$ cat src/ast_pkg.sv
// shared constants, field layouts and state codes of the serial transceiver
package ast_pkg;

  //////////////////////////////////////////////////////////////////////////////
  // register byte addresses
  localparam logic [15:0] ADDR_DATA     = 16'hf290;
  localparam logic [15:0] ADDR_CONTROL  = 16'hf291;
  localparam logic [15:0] ADDR_MODE_0   = 16'hf292;
  localparam logic [15:0] ADDR_MODE_1   = 16'hf293;
  localparam logic [15:0] ADDR_BAUD_LO  = 16'hf294;
  localparam logic [15:0] ADDR_BAUD_HI  = 16'hf295;
  localparam logic [15:0] ADDR_STATUS   = 16'hf296;

  localparam logic [7:0]  RESET_BYTE    = 8'h00;
  localparam int          ENABLE_BIT    = 0;

  //////////////////////////////////////////////////////////////////////////////
  // field layouts
  typedef struct packed {
    logic [2:0] unused_hi;
    logic       rx_pin_select;
    logic       unused_3;
    logic [1:0] baud_clock_select;
    logic       direction_select;
  } ast_mode_zero_s;

  typedef struct packed {
    logic       unused_7;
    logic       msb_first;
    logic       negative_logic;
    logic       two_stop;
    logic [1:0] parity_mode;
    logic [1:0] length_field;
  } ast_mode_one_s;

  typedef struct packed {
    logic [3:0] unused_hi;
    logic       tx_buffer_full_flag;
    logic       parity_error_flag;
    logic       overrun_error_flag;
    logic       framing_error_flag;
  } ast_status_s;

  // baud clock choices; bit 1 set picks the high-speed clock
  localparam logic [1:0] CK_LOW    = 2'h0;
  localparam logic [1:0] CK_DOUBLE = 2'h1;

  // parity choices; bit 1 set means no parity bit
  localparam logic [1:0] PAR_ODD   = 2'h1;

  //////////////////////////////////////////////////////////////////////////////
  // baud generator and frame sizing
  localparam int          BAUD_W     = 12;
  localparam logic [11:0] BAUD_MIN   = 12'h008;
  localparam logic [2:0]  LAST_BIT   = 3'h7;
  localparam logic [7:0]  FULL_MASK  = 8'hff;

  typedef enum logic [4:0] {
    ST_IDLE   = 5'h01,
    ST_START  = 5'h02,
    ST_DATA   = 5'h04,
    ST_PARITY = 5'h08,
    ST_STOP   = 5'h10
  } ast_state_e;

endpackage

$ cat src/ast_baud_gen.sv
// baud rate generator: counts edges of the selected input clock
`timescale 1ns/1ps
module ast_baud_gen
  import ast_pkg::*;
(
  input  wire logic              clk,
  input  wire logic              rst,
  input  wire logic              low_speed_clock,
  input  wire logic              low_speed_clock_x2,
  input  wire logic              high_speed_clock,
  input  wire logic [1:0]        baud_clock_select,
  input  wire logic [BAUD_W-1:0] baud_count,
  input  wire logic              restart,
  output logic                   bit_tick,
  output logic                   half_tick
);
  import ast_pkg::*;

  logic [2:0]        ck_s1;
  logic [2:0]        ck_s2;
  logic [2:0]        ck_s3;
  logic [2:0]        ck_rise;
  logic              src_edge;
  logic [BAUD_W-1:0] limit;
  logic [BAUD_W-1:0] cnt;

  //////////////////////////////////////////////////////////////////////////////
  // the source clocks are foreign: two flops, then a third for edge detection
  genvar g;
  generate
    for (g = 0; g < 3; g++) begin : g_sync
      always_ff @(posedge clk or posedge rst) begin
        if (rst) begin
          ck_s1[g] <= 1'b0;
          ck_s2[g] <= 1'b0;
          ck_s3[g] <= 1'b0;
        end else begin
          ck_s1[g] <= (g == 0) ? low_speed_clock :
                      (g == 1) ? low_speed_clock_x2 : high_speed_clock;
          ck_s2[g] <= ck_s1[g];
          ck_s3[g] <= ck_s2[g];
        end
      end
      assign ck_rise[g] = ck_s2[g] & ~ck_s3[g];
    end
  endgenerate

  always_comb begin
    if (baud_clock_select[1])
      src_edge = ck_rise[2];
    else if (baud_clock_select == CK_DOUBLE)
      src_edge = ck_rise[1];
    else
      src_edge = ck_rise[0];
  end

  // small settings are lifted so a bit always spans at least nine edges
  assign limit = (baud_count < BAUD_MIN) ? BAUD_MIN : baud_count;

  //////////////////////////////////////////////////////////////////////////////
  // one bit period is limit+1 source edges
  always_ff @(posedge clk or posedge rst) begin
    if (rst) begin
      cnt <= '0;
    end else if (restart) begin
      cnt <= '0;
    end else if (src_edge) begin
      cnt <= (cnt == limit) ? '0 : cnt + 1'b1;
    end
  end

  assign bit_tick  = src_edge & (cnt == limit);
  assign half_tick = src_edge & (cnt == (limit >> 1));

endmodule

$ cat src/ast_transceiver.sv
// asynchronous serial transceiver: registers, transmitter and receiver
`timescale 1ns/1ps
module ast_transceiver
  import ast_pkg::*;
(
  input  wire logic        clk,
  input  wire logic        rst,
  input  wire logic [15:0] reg_addr,
  input  wire logic [7:0]  reg_wdata,
  input  wire logic        reg_wr,
  input  wire logic        reg_rd,
  output logic      [7:0]  reg_rdata,
  input  wire logic        low_speed_clock,
  input  wire logic        low_speed_clock_x2,
  input  wire logic        high_speed_clock,
  input  wire logic        rx_pin_a,
  input  wire logic        rx_pin_b,
  output logic             serial_tx_output,
  output logic             frame_irq
);
  import ast_pkg::*;

  //////////////////////////////////////////////////////////////////////////////
  // register state
  logic [7:0]     serial_data_buffer;
  logic           comm_enable_bit;
  ast_mode_zero_s serial_mode_zero;
  ast_mode_one_s  serial_mode_one;
  logic [7:0]     baud_count_low;
  logic [7:0]     baud_count_high;
  ast_status_s    serial_status;
  logic           rx_unread;

  logic           wr_data;
  logic           wr_control;
  logic           wr_status;
  logic           rd_data;
  logic           tx_mode;
  logic           rx_mode;

  // frame shape
  logic [2:0]     last_idx;
  logic [7:0]     len_mask;
  logic           parity_on;
  logic           parity_odd;

  // baud generator
  logic           bit_tick;
  logic           half_tick;
  logic           baud_restart;

  // transmitter
  ast_state_e     tx_state;
  logic [7:0]     tx_shift;
  logic [2:0]     tx_idx;
  logic           tx_stop_cnt;
  logic           tx_load;
  logic           tx_finish;
  logic           tx_data_bit;
  logic           next_tx_bit;

  // receiver
  ast_state_e     rx_state;
  logic [1:0]     pin_s1;
  logic [1:0]     pin_s2;
  logic           rx_s2;
  logic           rx_s3;
  logic           rx_lvl;
  logic           rx_prev;
  logic           rx_fall;
  logic           rx_begin;
  logic [7:0]     rx_data;
  logic [2:0]     rx_idx;
  logic           rx_stop_cnt;
  logic           rx_frame_bad;
  logic           rx_par_bad;
  logic           rx_end;
  logic           rx_done;
  logic [2:0]     rx_pos;

  //////////////////////////////////////////////////////////////////////////////
  // decode
  assign wr_data    = reg_wr && (reg_addr == ADDR_DATA);
  assign wr_control = reg_wr && (reg_addr == ADDR_CONTROL);
  assign wr_status  = reg_wr && (reg_addr == ADDR_STATUS);
  assign rd_data    = reg_rd && (reg_addr == ADDR_DATA);
  assign tx_mode    = ~serial_mode_zero.direction_select;
  assign rx_mode    = serial_mode_zero.direction_select;

  assign last_idx   = LAST_BIT - {1'b0, serial_mode_one.length_field};
  assign len_mask   = FULL_MASK >> serial_mode_one.length_field;
  assign parity_on  = ~serial_mode_one.parity_mode[1];
  assign parity_odd = (serial_mode_one.parity_mode == PAR_ODD);

  //////////////////////////////////////////////////////////////////////////////
  // configuration registers
  always_ff @(posedge clk or posedge rst) begin
    if (rst) begin
      serial_mode_zero <= RESET_BYTE;
      serial_mode_one  <= RESET_BYTE;
      baud_count_low   <= RESET_BYTE;
      baud_count_high  <= RESET_BYTE;
    end else if (reg_wr) begin
      if (reg_addr == ADDR_MODE_0)
        serial_mode_zero <= reg_wdata;
      if (reg_addr == ADDR_MODE_1)
        serial_mode_one <= reg_wdata;
      if (reg_addr == ADDR_BAUD_LO)
        baud_count_low <= reg_wdata;
      if (reg_addr == ADDR_BAUD_HI)
        baud_count_high <= reg_wdata;
    end
  end

  // a software write in the same cycle as the end of transmission wins
  always_ff @(posedge clk or posedge rst) begin
    if (rst) begin
      comm_enable_bit <= 1'b0;
    end else if (wr_control) begin
      comm_enable_bit <= reg_wdata[ENABLE_BIT];
    end else if (tx_finish) begin
      comm_enable_bit <= 1'b0;
    end
  end

  //////////////////////////////////////////////////////////////////////////////
  // data buffer: rx_done only occurs in receive mode, writes only in transmit
  always_ff @(posedge clk or posedge rst) begin
    if (rst) begin
      serial_data_buffer <= RESET_BYTE;
    end else if (rx_done) begin
      serial_data_buffer <= rx_data & len_mask;
    end else if (wr_data && tx_mode) begin
      serial_data_buffer <= reg_wdata;
    end
  end

  // unread marker survives a disable so overrun still fires afterwards
  always_ff @(posedge clk or posedge rst) begin
    if (rst) begin
      rx_unread <= 1'b0;
    end else if (rx_done) begin
      rx_unread <= 1'b1;
    end else if (rd_data) begin
      rx_unread <= 1'b0;
    end
  end

  //////////////////////////////////////////////////////////////////////////////
  // status flags: hardware sets win over a clearing status write
  always_ff @(posedge clk or posedge rst) begin
    if (rst) begin
      serial_status <= RESET_BYTE;
    end else begin
      serial_status.unused_hi <= '0;
      if (wr_data && tx_mode)
        serial_status.tx_buffer_full_flag <= 1'b1;
      else if (tx_load || wr_status)
        serial_status.tx_buffer_full_flag <= 1'b0;
      if (rx_done) begin
        serial_status.framing_error_flag <= rx_frame_bad;
        serial_status.parity_error_flag  <= rx_par_bad;
      end else if (wr_status) begin
        serial_status.framing_error_flag <= 1'b0;
        serial_status.parity_error_flag  <= 1'b0;
      end
      if (rx_done && rx_unread)
        serial_status.overrun_error_flag <= 1'b1;
      else if (wr_status)
        serial_status.overrun_error_flag <= 1'b0;
    end
  end

  //////////////////////////////////////////////////////////////////////////////
  // read port: data one cycle after the strobe, zero elsewhere
  always_ff @(posedge clk or posedge rst) begin
    if (rst) begin
      reg_rdata <= RESET_BYTE;
    end else if (reg_rd) begin
      unique case (reg_addr)
        ADDR_DATA:    reg_rdata <= serial_data_buffer;
        ADDR_CONTROL: reg_rdata <= {7'h00, comm_enable_bit};
        ADDR_MODE_0:  reg_rdata <= serial_mode_zero;
        ADDR_MODE_1:  reg_rdata <= serial_mode_one;
        ADDR_BAUD_LO: reg_rdata <= baud_count_low;
        ADDR_BAUD_HI: reg_rdata <= baud_count_high;
        // error flags read zero in transmit mode, full reads zero in receive
        ADDR_STATUS:  reg_rdata <= {4'h0,
                                    serial_status.tx_buffer_full_flag & tx_mode,
                                    serial_status.parity_error_flag & rx_mode,
                                    serial_status.overrun_error_flag & rx_mode,
                                    serial_status.framing_error_flag & rx_mode};
        default:      reg_rdata <= RESET_BYTE;
      endcase
    end else begin
      reg_rdata <= RESET_BYTE;
    end
  end

  //////////////////////////////////////////////////////////////////////////////
  // baud generator, shared: only one direction runs at a time
  assign baud_restart = tx_load | rx_begin;

  ast_baud_gen u_baud (
    .clk                (clk),
    .rst                (rst),
    .low_speed_clock    (low_speed_clock),
    .low_speed_clock_x2 (low_speed_clock_x2),
    .high_speed_clock   (high_speed_clock),
    .baud_clock_select  (serial_mode_zero.baud_clock_select),
    .baud_count         ({baud_count_high[3:0], baud_count_low}),
    .restart            (baud_restart),
    .bit_tick           (bit_tick),
    .half_tick          (half_tick)
  );

  //////////////////////////////////////////////////////////////////////////////
  // transmitter
  // software must wait for full to clear before the next byte, else it is lost
  assign tx_load   = (tx_state == ST_IDLE) && comm_enable_bit && tx_mode &&
                     serial_status.tx_buffer_full_flag;
  assign tx_finish = (tx_state == ST_IDLE) && comm_enable_bit && tx_mode &&
                     ~serial_status.tx_buffer_full_flag;

  assign tx_data_bit = serial_mode_one.msb_first ?
                       tx_shift[last_idx - tx_idx] : tx_shift[tx_idx];

  always_ff @(posedge clk or posedge rst) begin
    if (rst) begin
      tx_state    <= ST_IDLE;
      tx_shift    <= RESET_BYTE;
      tx_idx      <= '0;
      tx_stop_cnt <= 1'b0;
    end else if (!comm_enable_bit || !tx_mode) begin
      tx_state <= ST_IDLE;
    end else begin
      unique case (tx_state)
        ST_IDLE: begin
          if (tx_load) begin
            tx_shift <= serial_data_buffer;
            tx_state <= ST_START;
          end
        end
        ST_START: begin
          if (bit_tick) begin
            tx_idx   <= '0;
            tx_state <= ST_DATA;
          end
        end
        ST_DATA: begin
          if (bit_tick) begin
            tx_idx <= tx_idx + 3'h1;
            if (tx_idx == last_idx) begin
              tx_stop_cnt <= 1'b0;
              tx_state    <= parity_on ? ST_PARITY : ST_STOP;
            end
          end
        end
        ST_PARITY: begin
          if (bit_tick)
            tx_state <= ST_STOP;
        end
        ST_STOP: begin
          if (bit_tick) begin
            if (serial_mode_one.two_stop && !tx_stop_cnt)
              tx_stop_cnt <= 1'b1;
            else
              tx_state <= ST_IDLE;
          end
        end
      endcase
    end
  end

  always_comb begin
    unique case (tx_state)
      ST_IDLE:   next_tx_bit = 1'b1;
      ST_START:  next_tx_bit = 1'b0;
      ST_DATA:   next_tx_bit = tx_data_bit;
      ST_PARITY: next_tx_bit = ^(tx_shift & len_mask) ^ parity_odd;
      ST_STOP:   next_tx_bit = 1'b1;
      default:   next_tx_bit = 1'b1;
    endcase
  end

  always_ff @(posedge clk or posedge rst) begin
    if (rst) begin
      serial_tx_output <= 1'b1;
    end else begin
      serial_tx_output <= next_tx_bit ^ serial_mode_one.negative_logic;
    end
  end

  //////////////////////////////////////////////////////////////////////////////
  // receiver input: each pin passes two flops before the pin mux reads it
  always_ff @(posedge clk or posedge rst) begin
    if (rst) begin
      pin_s1 <= 2'h3;
      pin_s2 <= 2'h3;
      rx_s3  <= 1'b1;
    end else begin
      pin_s1 <= {rx_pin_b, rx_pin_a};
      pin_s2 <= pin_s1;
      rx_s3  <= rx_s2;
    end
  end

  assign rx_s2 = serial_mode_zero.rx_pin_select ? pin_s2[1] : pin_s2[0];

  assign rx_lvl   = rx_s2 ^ serial_mode_one.negative_logic;
  assign rx_prev  = rx_s3 ^ serial_mode_one.negative_logic;
  assign rx_fall  = rx_prev & ~rx_lvl;
  assign rx_begin = (rx_state == ST_IDLE) && comm_enable_bit && rx_mode && rx_fall;
  assign rx_pos   = serial_mode_one.msb_first ? (last_idx - rx_idx) : rx_idx;
  assign rx_end   = (rx_state == ST_STOP) && half_tick &&
                    !(serial_mode_one.two_stop && !rx_stop_cnt);

  //////////////////////////////////////////////////////////////////////////////
  // receiver sequence, sampled at the middle of each bit
  always_ff @(posedge clk or posedge rst) begin
    if (rst) begin
      rx_state     <= ST_IDLE;
      rx_data      <= RESET_BYTE;
      rx_idx       <= '0;
      rx_stop_cnt  <= 1'b0;
      rx_frame_bad <= 1'b0;
      rx_par_bad   <= 1'b0;
    end else if (!comm_enable_bit || !rx_mode) begin
      rx_state <= ST_IDLE;
    end else begin
      unique case (rx_state)
        ST_IDLE: begin
          if (rx_begin) begin
            rx_data      <= RESET_BYTE;
            rx_frame_bad <= 1'b0;
            rx_par_bad   <= 1'b0;
            rx_state     <= ST_START;
          end
        end
        ST_START: begin
          if (half_tick) begin
            rx_frame_bad <= rx_lvl;
            rx_idx       <= '0;
            rx_state     <= ST_DATA;
          end
        end
        ST_DATA: begin
          if (half_tick) begin
            rx_data[rx_pos] <= rx_lvl;
            rx_idx          <= rx_idx + 3'h1;
            if (rx_idx == last_idx) begin
              rx_stop_cnt <= 1'b0;
              rx_state    <= parity_on ? ST_PARITY : ST_STOP;
            end
          end
        end
        ST_PARITY: begin
          if (half_tick) begin
            rx_par_bad <= rx_lvl ^ (^(rx_data & len_mask)) ^ parity_odd;
            rx_state   <= ST_STOP;
          end
        end
        ST_STOP: begin
          if (half_tick) begin
            if (!rx_lvl)
              rx_frame_bad <= 1'b1;
            if (rx_end)
              rx_state <= ST_IDLE;
            else
              rx_stop_cnt <= 1'b1;
          end
        end
      endcase
    end
  end

  // frame end pulse; flags see the last stop sample one cycle later
  always_ff @(posedge clk or posedge rst) begin
    if (rst) begin
      rx_done   <= 1'b0;
      frame_irq <= 1'b0;
    end else begin
      rx_done   <= rx_end && comm_enable_bit && rx_mode;
      frame_irq <= rx_end && comm_enable_bit && rx_mode;
    end
  end

endmodule

$ cat config.mk
export PLATFORM = sky130hd
export DESIGN_NAME = ast_transceiver
export DESIGN_NICKNAME = d
export VERILOG_FILES = /design/src/ast_pkg.sv /design/src/ast_baud_gen.sv /design/src/ast_transceiver.sv
export SDC_FILE = /design/constraint.sdc
export NUM_CORES = 1
export LEC_CHECK = 0
export ABC_AREA = 1
export CAP_MARGIN = 25
export CELL_PAD_IN_SITES_DETAIL_PLACEMENT = 1
export CELL_PAD_IN_SITES_GLOBAL_PLACEMENT = 2
export CORE_MARGIN = 2
export CORE_UTILIZATION = 41
export DETAILED_ROUTE_END_ITERATION = 8
export DONT_BUFFER_PORTS = 1
export GPL_TIMING_DRIVEN = 0
export PLACE_DENSITY_LB_ADDON = 0.25
export SLEW_MARGIN = 20
export SYNTH_ARGS = -nofsm -noshare
export SYNTH_HDL_FRONTEND = slang
export SYNTH_HIERARCHICAL = 1
export SYNTH_SLANG_ARGS = --single-unit
$ cat constraint.sdc
create_clock -name clk -period 8 [get_ports clk]
set_clock_uncertainty 0.2 [all_clocks]
set_input_delay 0.8 -clock clk [delete_from_list [all_inputs] [get_ports clk]]
set_output_delay 0.8 -clock clk [all_outputs]
set_load 0.01 [all_outputs]
# --- After elaboration in Yosys (flattened, before gate mapping) ---
# Cells that the tools add are included.
word_totals:
  word_cells: 269
  ff_bits: 118
  out_inout_bits: 10
  input_bits: 33
op_classes:
  n_mux: 76
  n_bitwise: 27
  magnitude_cmp: 5
  n_reduce_logical: 58
  n_shift: 1
  add_sub_neg: 6
  eq_ne: 50
ops:
  columns: ["cell", "count"]
  rows:
  - ["$eq 16x16->1 const B", 7]
  - ["$mux 5", 17]
  - ["$pmux 8 s7", 1]
  - ["$pmux 5 s5", 2]
  - ["$mux 12", 4]
  - ["$mux 8", 5]
  - ["$mux 1", 30]
  - ["$ne 3x3->1 const B", 10]
  - ["$ne 2x2->1 const B", 13]
  - ["$reduce_bool 2->1", 13]
  - ["$logic_and 1x1->1", 20]
  - ["$reduce_and 6->1", 3]
  - ["$and 8x8->8", 2]
  - ["$pmux 8 s2", 1]
  - ["$reduce_and 4->1", 4]
  - ["$reduce_xor 8->1", 2]
  - ["$mux 3", 5]
  - ["$reduce_and 7->1", 2]
  - ["$add 12x1->12 const B", 1]
  - ["$eq 12x11->1", 1]
  - ["$eq 12x12->1", 1]
  - ["$lt 12x4->1 const B", 1]
  - ["$lt 3x4->1 const B", 3]
  - ["$ne 3x2->1 const B", 4]
  - ["27 further kinds", 71]

# --- Longest topological paths before layout ---
logic_depth:
  ltp_word: 11
  mapped_depth: 17
  mapped_depth_nobuf: 17

# --- Cells and area by module ---
# Netlist, hierarchy kept.
modules_own_cells:
  columns: ["module", "cells_per_inst", "n_inst", "seq_area_each_um2", "area_per_inst_um2"]
  rows:
  - ["ast_transceiver", 730, 1, 2437.3, 5476.5]
  - ["ast_baud_gen", 188, 1, 525.5, 1431.4]

# --- Worst setup path before layout ---
# Ideal clock, no wire load.
synth_path:
  path_type: "reg-to-reg"
  start: "register baud_count_low[4]"
  end: "register rx_state[4]"
  synth_period_minus_slack_ns: 2.338
  path_slack_ns: 5.662
  path_stages_with_launch: 18
  n_path_buf: 0
  t_required_ns: 7.676
  setup_ns: 0.124
  arrival_time_ns: 2.014
  cell_sequence: "dfrtp_1 inv_2 nand2_1 nor2_1 nand3_2 nand2_2 o22ai_1 a21o_1 nor2_1 inv_1 nor2_2 o21ai_1 nand2_1 nand2_1 nor2_2 nor2_1 nand2_1 nand2_1"
synth_between:
  elab_chain_cells: 8
  word_cells_on_any_way: 12
  cone_classes: "order compare (1); eq/ne (6); mux (1); bitwise (1); reduce/logical (3)"
synth_rtl:
  columns: ["element", "line_no", "source"]
  rows:
  - ["from (decl)", "ast_transceiver.sv:29", "logic [7:0] baud_count_low;"]
  - ["from (signal assigned)", "ast_transceiver.sv:109", "baud_count_low <= reg_wdata;"]
  - ["$lt 12x4->1", "ast_baud_gen.sv:58", "assign limit = (baud_count < BAUD_MIN) ? BAUD_MIN : baud_count;"]
  - ["$mux 12 *", "ast_baud_gen.sv:58", null]
  - ["$eq 12x11->1 *", "ast_baud_gen.sv:73", "assign half_tick = src_edge & (cnt == (limit >> 1));"]
  - ["$and 1x1->1 *", "ast_baud_gen.sv:73", null]
  - ["net half_tick", "ast_transceiver.sv:49", "logic half_tick;"]
  - ["$logic_and 1x1->1 (2 in a row)", "ast_transceiver.sv:315", "assign rx_end = (rx_state == ST_STOP) && half_tick &&"]
  - ["$ne 3x2->1 (no source line)", null, null]
  - ["$reduce_and 7->1 (no source line) *", null, null]
  - ["to (signal assigned)", "ast_transceiver.sv:353", "rx_state <= parity_on ? ST_PARITY : ST_STOP;"]
  - ["to (decl)", "ast_transceiver.sv:63", "ast_state_e rx_state;"]
# The timed path passes the listed nets; every way through them passes the cells marked *.
# A chain may end at the register's enable or synchronous reset.

# --- Worst setup path in the final report ---
layout_path:
  start: "register baud_count_low[6]"
  end: "register tx_state[0]"
layout_between:
  elab_chain_cells: 6
  word_cells_on_any_way: 9
  cone_classes: "order compare (1); eq/ne (5); mux (1); bitwise (1); reduce/logical (1)"
layout_rtl:
  columns: ["element", "line_no", "source"]
  rows:
  - ["$lt 12x4->1", "ast_baud_gen.sv:58", null]
  - ["$mux 12 *", "ast_baud_gen.sv:58", null]
  - ["$eq 12x12->1 *", "ast_baud_gen.sv:72", "assign bit_tick = src_edge & (cnt == limit);"]
  - ["$and 1x1->1 *", "ast_baud_gen.sv:72", null]
  - ["net bit_tick", "ast_transceiver.sv:48", "logic bit_tick;"]
  - ["$ne 3x3->1 (no source line)", null, null]
  - ["$reduce_and 7->1 (no source line) *", null, null]
  - ["to (signal assigned)", "ast_transceiver.sv:255", "tx_state <= parity_on ? ST_PARITY : ST_STOP;"]
  - ["to (decl)", "ast_transceiver.sv:53", "ast_state_e tx_state;"]
# Marks and branches as above.

==> results.md <==
* Placed insts at ~1,100
* Vias in the first global route at between 6,000 and 7,000
* GR Overflow Total at 0
* Internal power at approximately 1.2 mW
* Share of the synthesized area in the top cell type at 39.8%
* Later-pin clock latency in the skew report at between 0.4 and 0.5 ns
* R2R Setup Slk at 4.97 ns
* Reg power frac at slightly below 40%
* Root buf cell: clkbuf_16
* Peak VDD IR at ~0.16 mV
* Clock power frac at a little over half
* Core ar. at about 17,000 sq um
* Final hold vios at 0
* Setup TNS at 0 ns
* # setup viols final at 0
* Status: complete, no violations
* Main synth FF type: dfrtp_1
* GPL Wtd Cong at 0.907
* Non-filler cells, final at between 1,000 and 1,500
* Worst Path Arrival at between 3 and 4 ns
* Pin count of the biggest net entering global routing at 77
* Syn Nets at 960
* Avg Cell Area, Syn at around 7.5 sq um
* Via density at between 5 and 6
* RR Endpoint: tx_state[0]
* Starting Density at between 40% and 50%
* RSZ-0062 raised after global routing: no
* Synth Register Bits at roughly 120
* Leakage power at around 3.7 nW
* Routed length per placed instance at roughly 19 microns
* Synth unique cells at 48
* TritonCTS clock tree: built
* Hold Path Class: reg2reg
* Share of cells above drive strength 1 at ~14%
* Die Ht at roughly 130 microns
* DRT Pass-1 Iters at 4
* Crit path max fanout at 6
* Maxcap violations at 0
* Inserted Clock Buffers at 17
* Count of flip-flops with a built-in enable after synthesis at 0
* # Post-CTS Setup Buffers at 0
* Post_cts resized at 0
* Synth area leader: dfrtp_1
* Post-Syn Area at roughly 6900 sq um
* Antenna cells at 0
* Worst-Margin Slew at approximately 0.8 ns
* Max Slew Vio Count at 0
* Worst hold endpoint: u_baud/ck_s2[0]
* Clock sinks at between 100 and 150
* Worst hold stages at 0
* Slew margin rel. at around 46%
* Synthesis Warnings at 6
* # nets final at 981
* Asr flop ratio synth at between 90% and 100%
* F_max at roughly 330 MHz
* Hold_buf cts at 1
* PD cells at around 200 nW/um^2
* Die Width at 134 microns
* Fill count at between 2,000 and 2,500
* Number of DRC markers in iteration 0 at between 300 and 400
* Crit path time final at between 3 and 4 ns
* Register area share after synthesis at approximately 43%
* Clock slew seen by the registers of the worst setup and hold paths at around 0.060 ns
* Worst EP required at slightly above 8 ns
* R2R depth at 15
* Initial antenna violation count at 0
* P_sw at approximately 390 uW
* Final Worst Setup Slack at roughly 5.0 ns
* Comb power frac at 7.8%
* Final WL at roughly 22,000 microns
* Final ANT Viol Nets at 0
* Crit end category: register
* Port bufs at 0
* Hpwl dp at about 17,000 microns
* First-pass GRT wire length at 36,100 microns
* H-Tree Level Count at 4
* Drt drc at 0
* Largest cells by area after synthesis: dfrtp_1 (40%), nand2_1 (14%), nand3_1 (5.7%)
* Worst R2R Start: baud_count_low[6]
* Dpl ws at roughly 5.1 ns
* DIE AREA at between 15,000 and 20,000 sq um
* GRT Util Overall at about a quarter
* Clock tree buffer depth at 2
* Fin Hold WS at around 0.15 ns
* Hold path startpoint: u_baud/ck_s1[0]
* Critical path class: reg2reg
* Number of cell rows at 47
* Vias after detailed routing at 6,364
* Net Sw Frac at between 20% and 30%
* Area grow syn2layout at 13.9%
* IO Count at 43
* Gate count of the mapped netlist at ~920
* Final period utilization at ~38%
* Critical path launch point type: register
==> critical path, cell delays in order, from the launching register on <==
cell	delay, ns
dfrtp_1	0.46
inv_1	0.14
nand2_1	0.07
nor2_1	0.14
nand3_2	0.16
nand3_1	0.12
nand2_1	0.06
nor2_1	0.12
nand3_2	0.10
nor2_1	0.41
nor2_1	0.17
nand2_1	0.16
nand3_1	0.09
nor2_1	0.36
o21ai_1	0.14
nand2_1	0.08
==> metrics by stage <==
| stage | power [mW] | instance area [sq um] | util, % |
|---|---|---|---|
| after floorplan | 0.729 | 6910 | - |
| after global placement | 0.755 | 7180 | 43.5 |
| after detailed placement | 0.764 | 7220 | 43.7 |
| after CTS | 1.60 | 7870 | 47.6 |
| after global routing | 1.65 | 7870 | 47.6 |
| final | 1.59 | 7870 | 47.6 |
==> placed cells by master (no fill, tap or decap), types with 7 or more instances in the layout <==
cell,Yosys,final
xnor2_1,12,12
inv_2,19,19
nand3_1,78,78
clkbuf_16,0,17
nand4_1,36,36
a21oi_1,14,14
buf_2,8,8
o21ai_1,47,47
nand2_1,266,266
nand2_2,7,7
dfrtp_1,110,110
a21oi_2,10,10
dfstp_2,8,8
ha_1,7,7
nor2_1,70,70
inv_1,94,93
o21ai_0,40,40
nor2_2,10,10
xor2_1,9,9
==> logic make-up after synthesis <==
group / Yosys count / share of synthesized area (%)
compound gates: 136 / 11.6
xor+xnor: 21 / 2.66
fa+ha+maj: 9 / 1.85
buf+inv: 135 / 8.02
flops: 118 / 42.9
simple gates: 499 / 33.0
==> cell usage after synthesis, drive strengths merged, types with 8 or more instances <==
master / count
inv: 113
nor2: 83
xor2: 9
nor3: 10
o21ai: 93
a21oi: 25
dfrtp: 110
buf: 16
nand2: 273
xnor2: 12
dfstp: 8
nand4: 36
nand3: 85
==> worst max path at each step <==
stage               cells past startpoint                  to         startpoint
floorplan                               1  baud_count_high[0]                rst
global placement                        1     comm_enable_bit                rst
detailed placement                     15         tx_state[0]  baud_count_low[6]
CTS                                    15          rx_data[0]  baud_count_low[6]
global route                           15          rx_data[6]  baud_count_low[6]
finish                                 15         tx_state[0]  baud_count_low[6]
==> routing by layer <==
layer | share of wire (%) | up-vias | track usage, %
li1 | - | 3047 | -
met1 | 46 | 3172 | 33.9
met2 | 47 | 113 | 42.6
met3 | 4.4 | 32 | 6.73
met4 | 2.1 | 0 | 7.57
met5 | 0 | - | 0
==> layout make-up <==
type | count | area, sq um | area share (%)
Multi-Input combinational cell | 665 | 3390 | 43.1
Inverter | 115 | 437 | 5.55
Clock buffer | 20 | 467 | 5.93
Tap cell | 220 | 275 | 3.50
Timing Repair Buffer | 2 | 37.5 | 0.477
Clock inverter | 12 | 175 | 2.23
Sequential cell | 118 | 2960 | 37.7
Buffer | 20 | 123 | 1.56
==> power groups by stage <==
stage               registers (mW)  clock network, mW  logic (mW)
floorplan                    0.635                  0      0.0939
global placement             0.641                  0       0.114
detailed placement           0.642                  0       0.122
CTS                          0.632              0.843       0.125
global route                 0.634              0.872       0.142
finish                       0.632              0.832       0.123
==> sequential cells by signal, summed over array words and instances (netlist names), 2 cells and up <==
name	cells
u_baud/ck_s2	3
serial_status	4
reg_rdata	8
rx_idx	3
serial_mode_zero	7
u_baud/ck_s3	3
rx_data	8
pin_s1	2
tx_idx	3
serial_data_buffer	8
rx_state	5
serial_mode_one	8
tx_state	5
u_baud/ck_s1	3
baud_count_high	8
u_baud/cnt	12
pin_s2	2
tx_shift	8
baud_count_low	8
No activity file was read; power rests on OpenSTA's default activity.
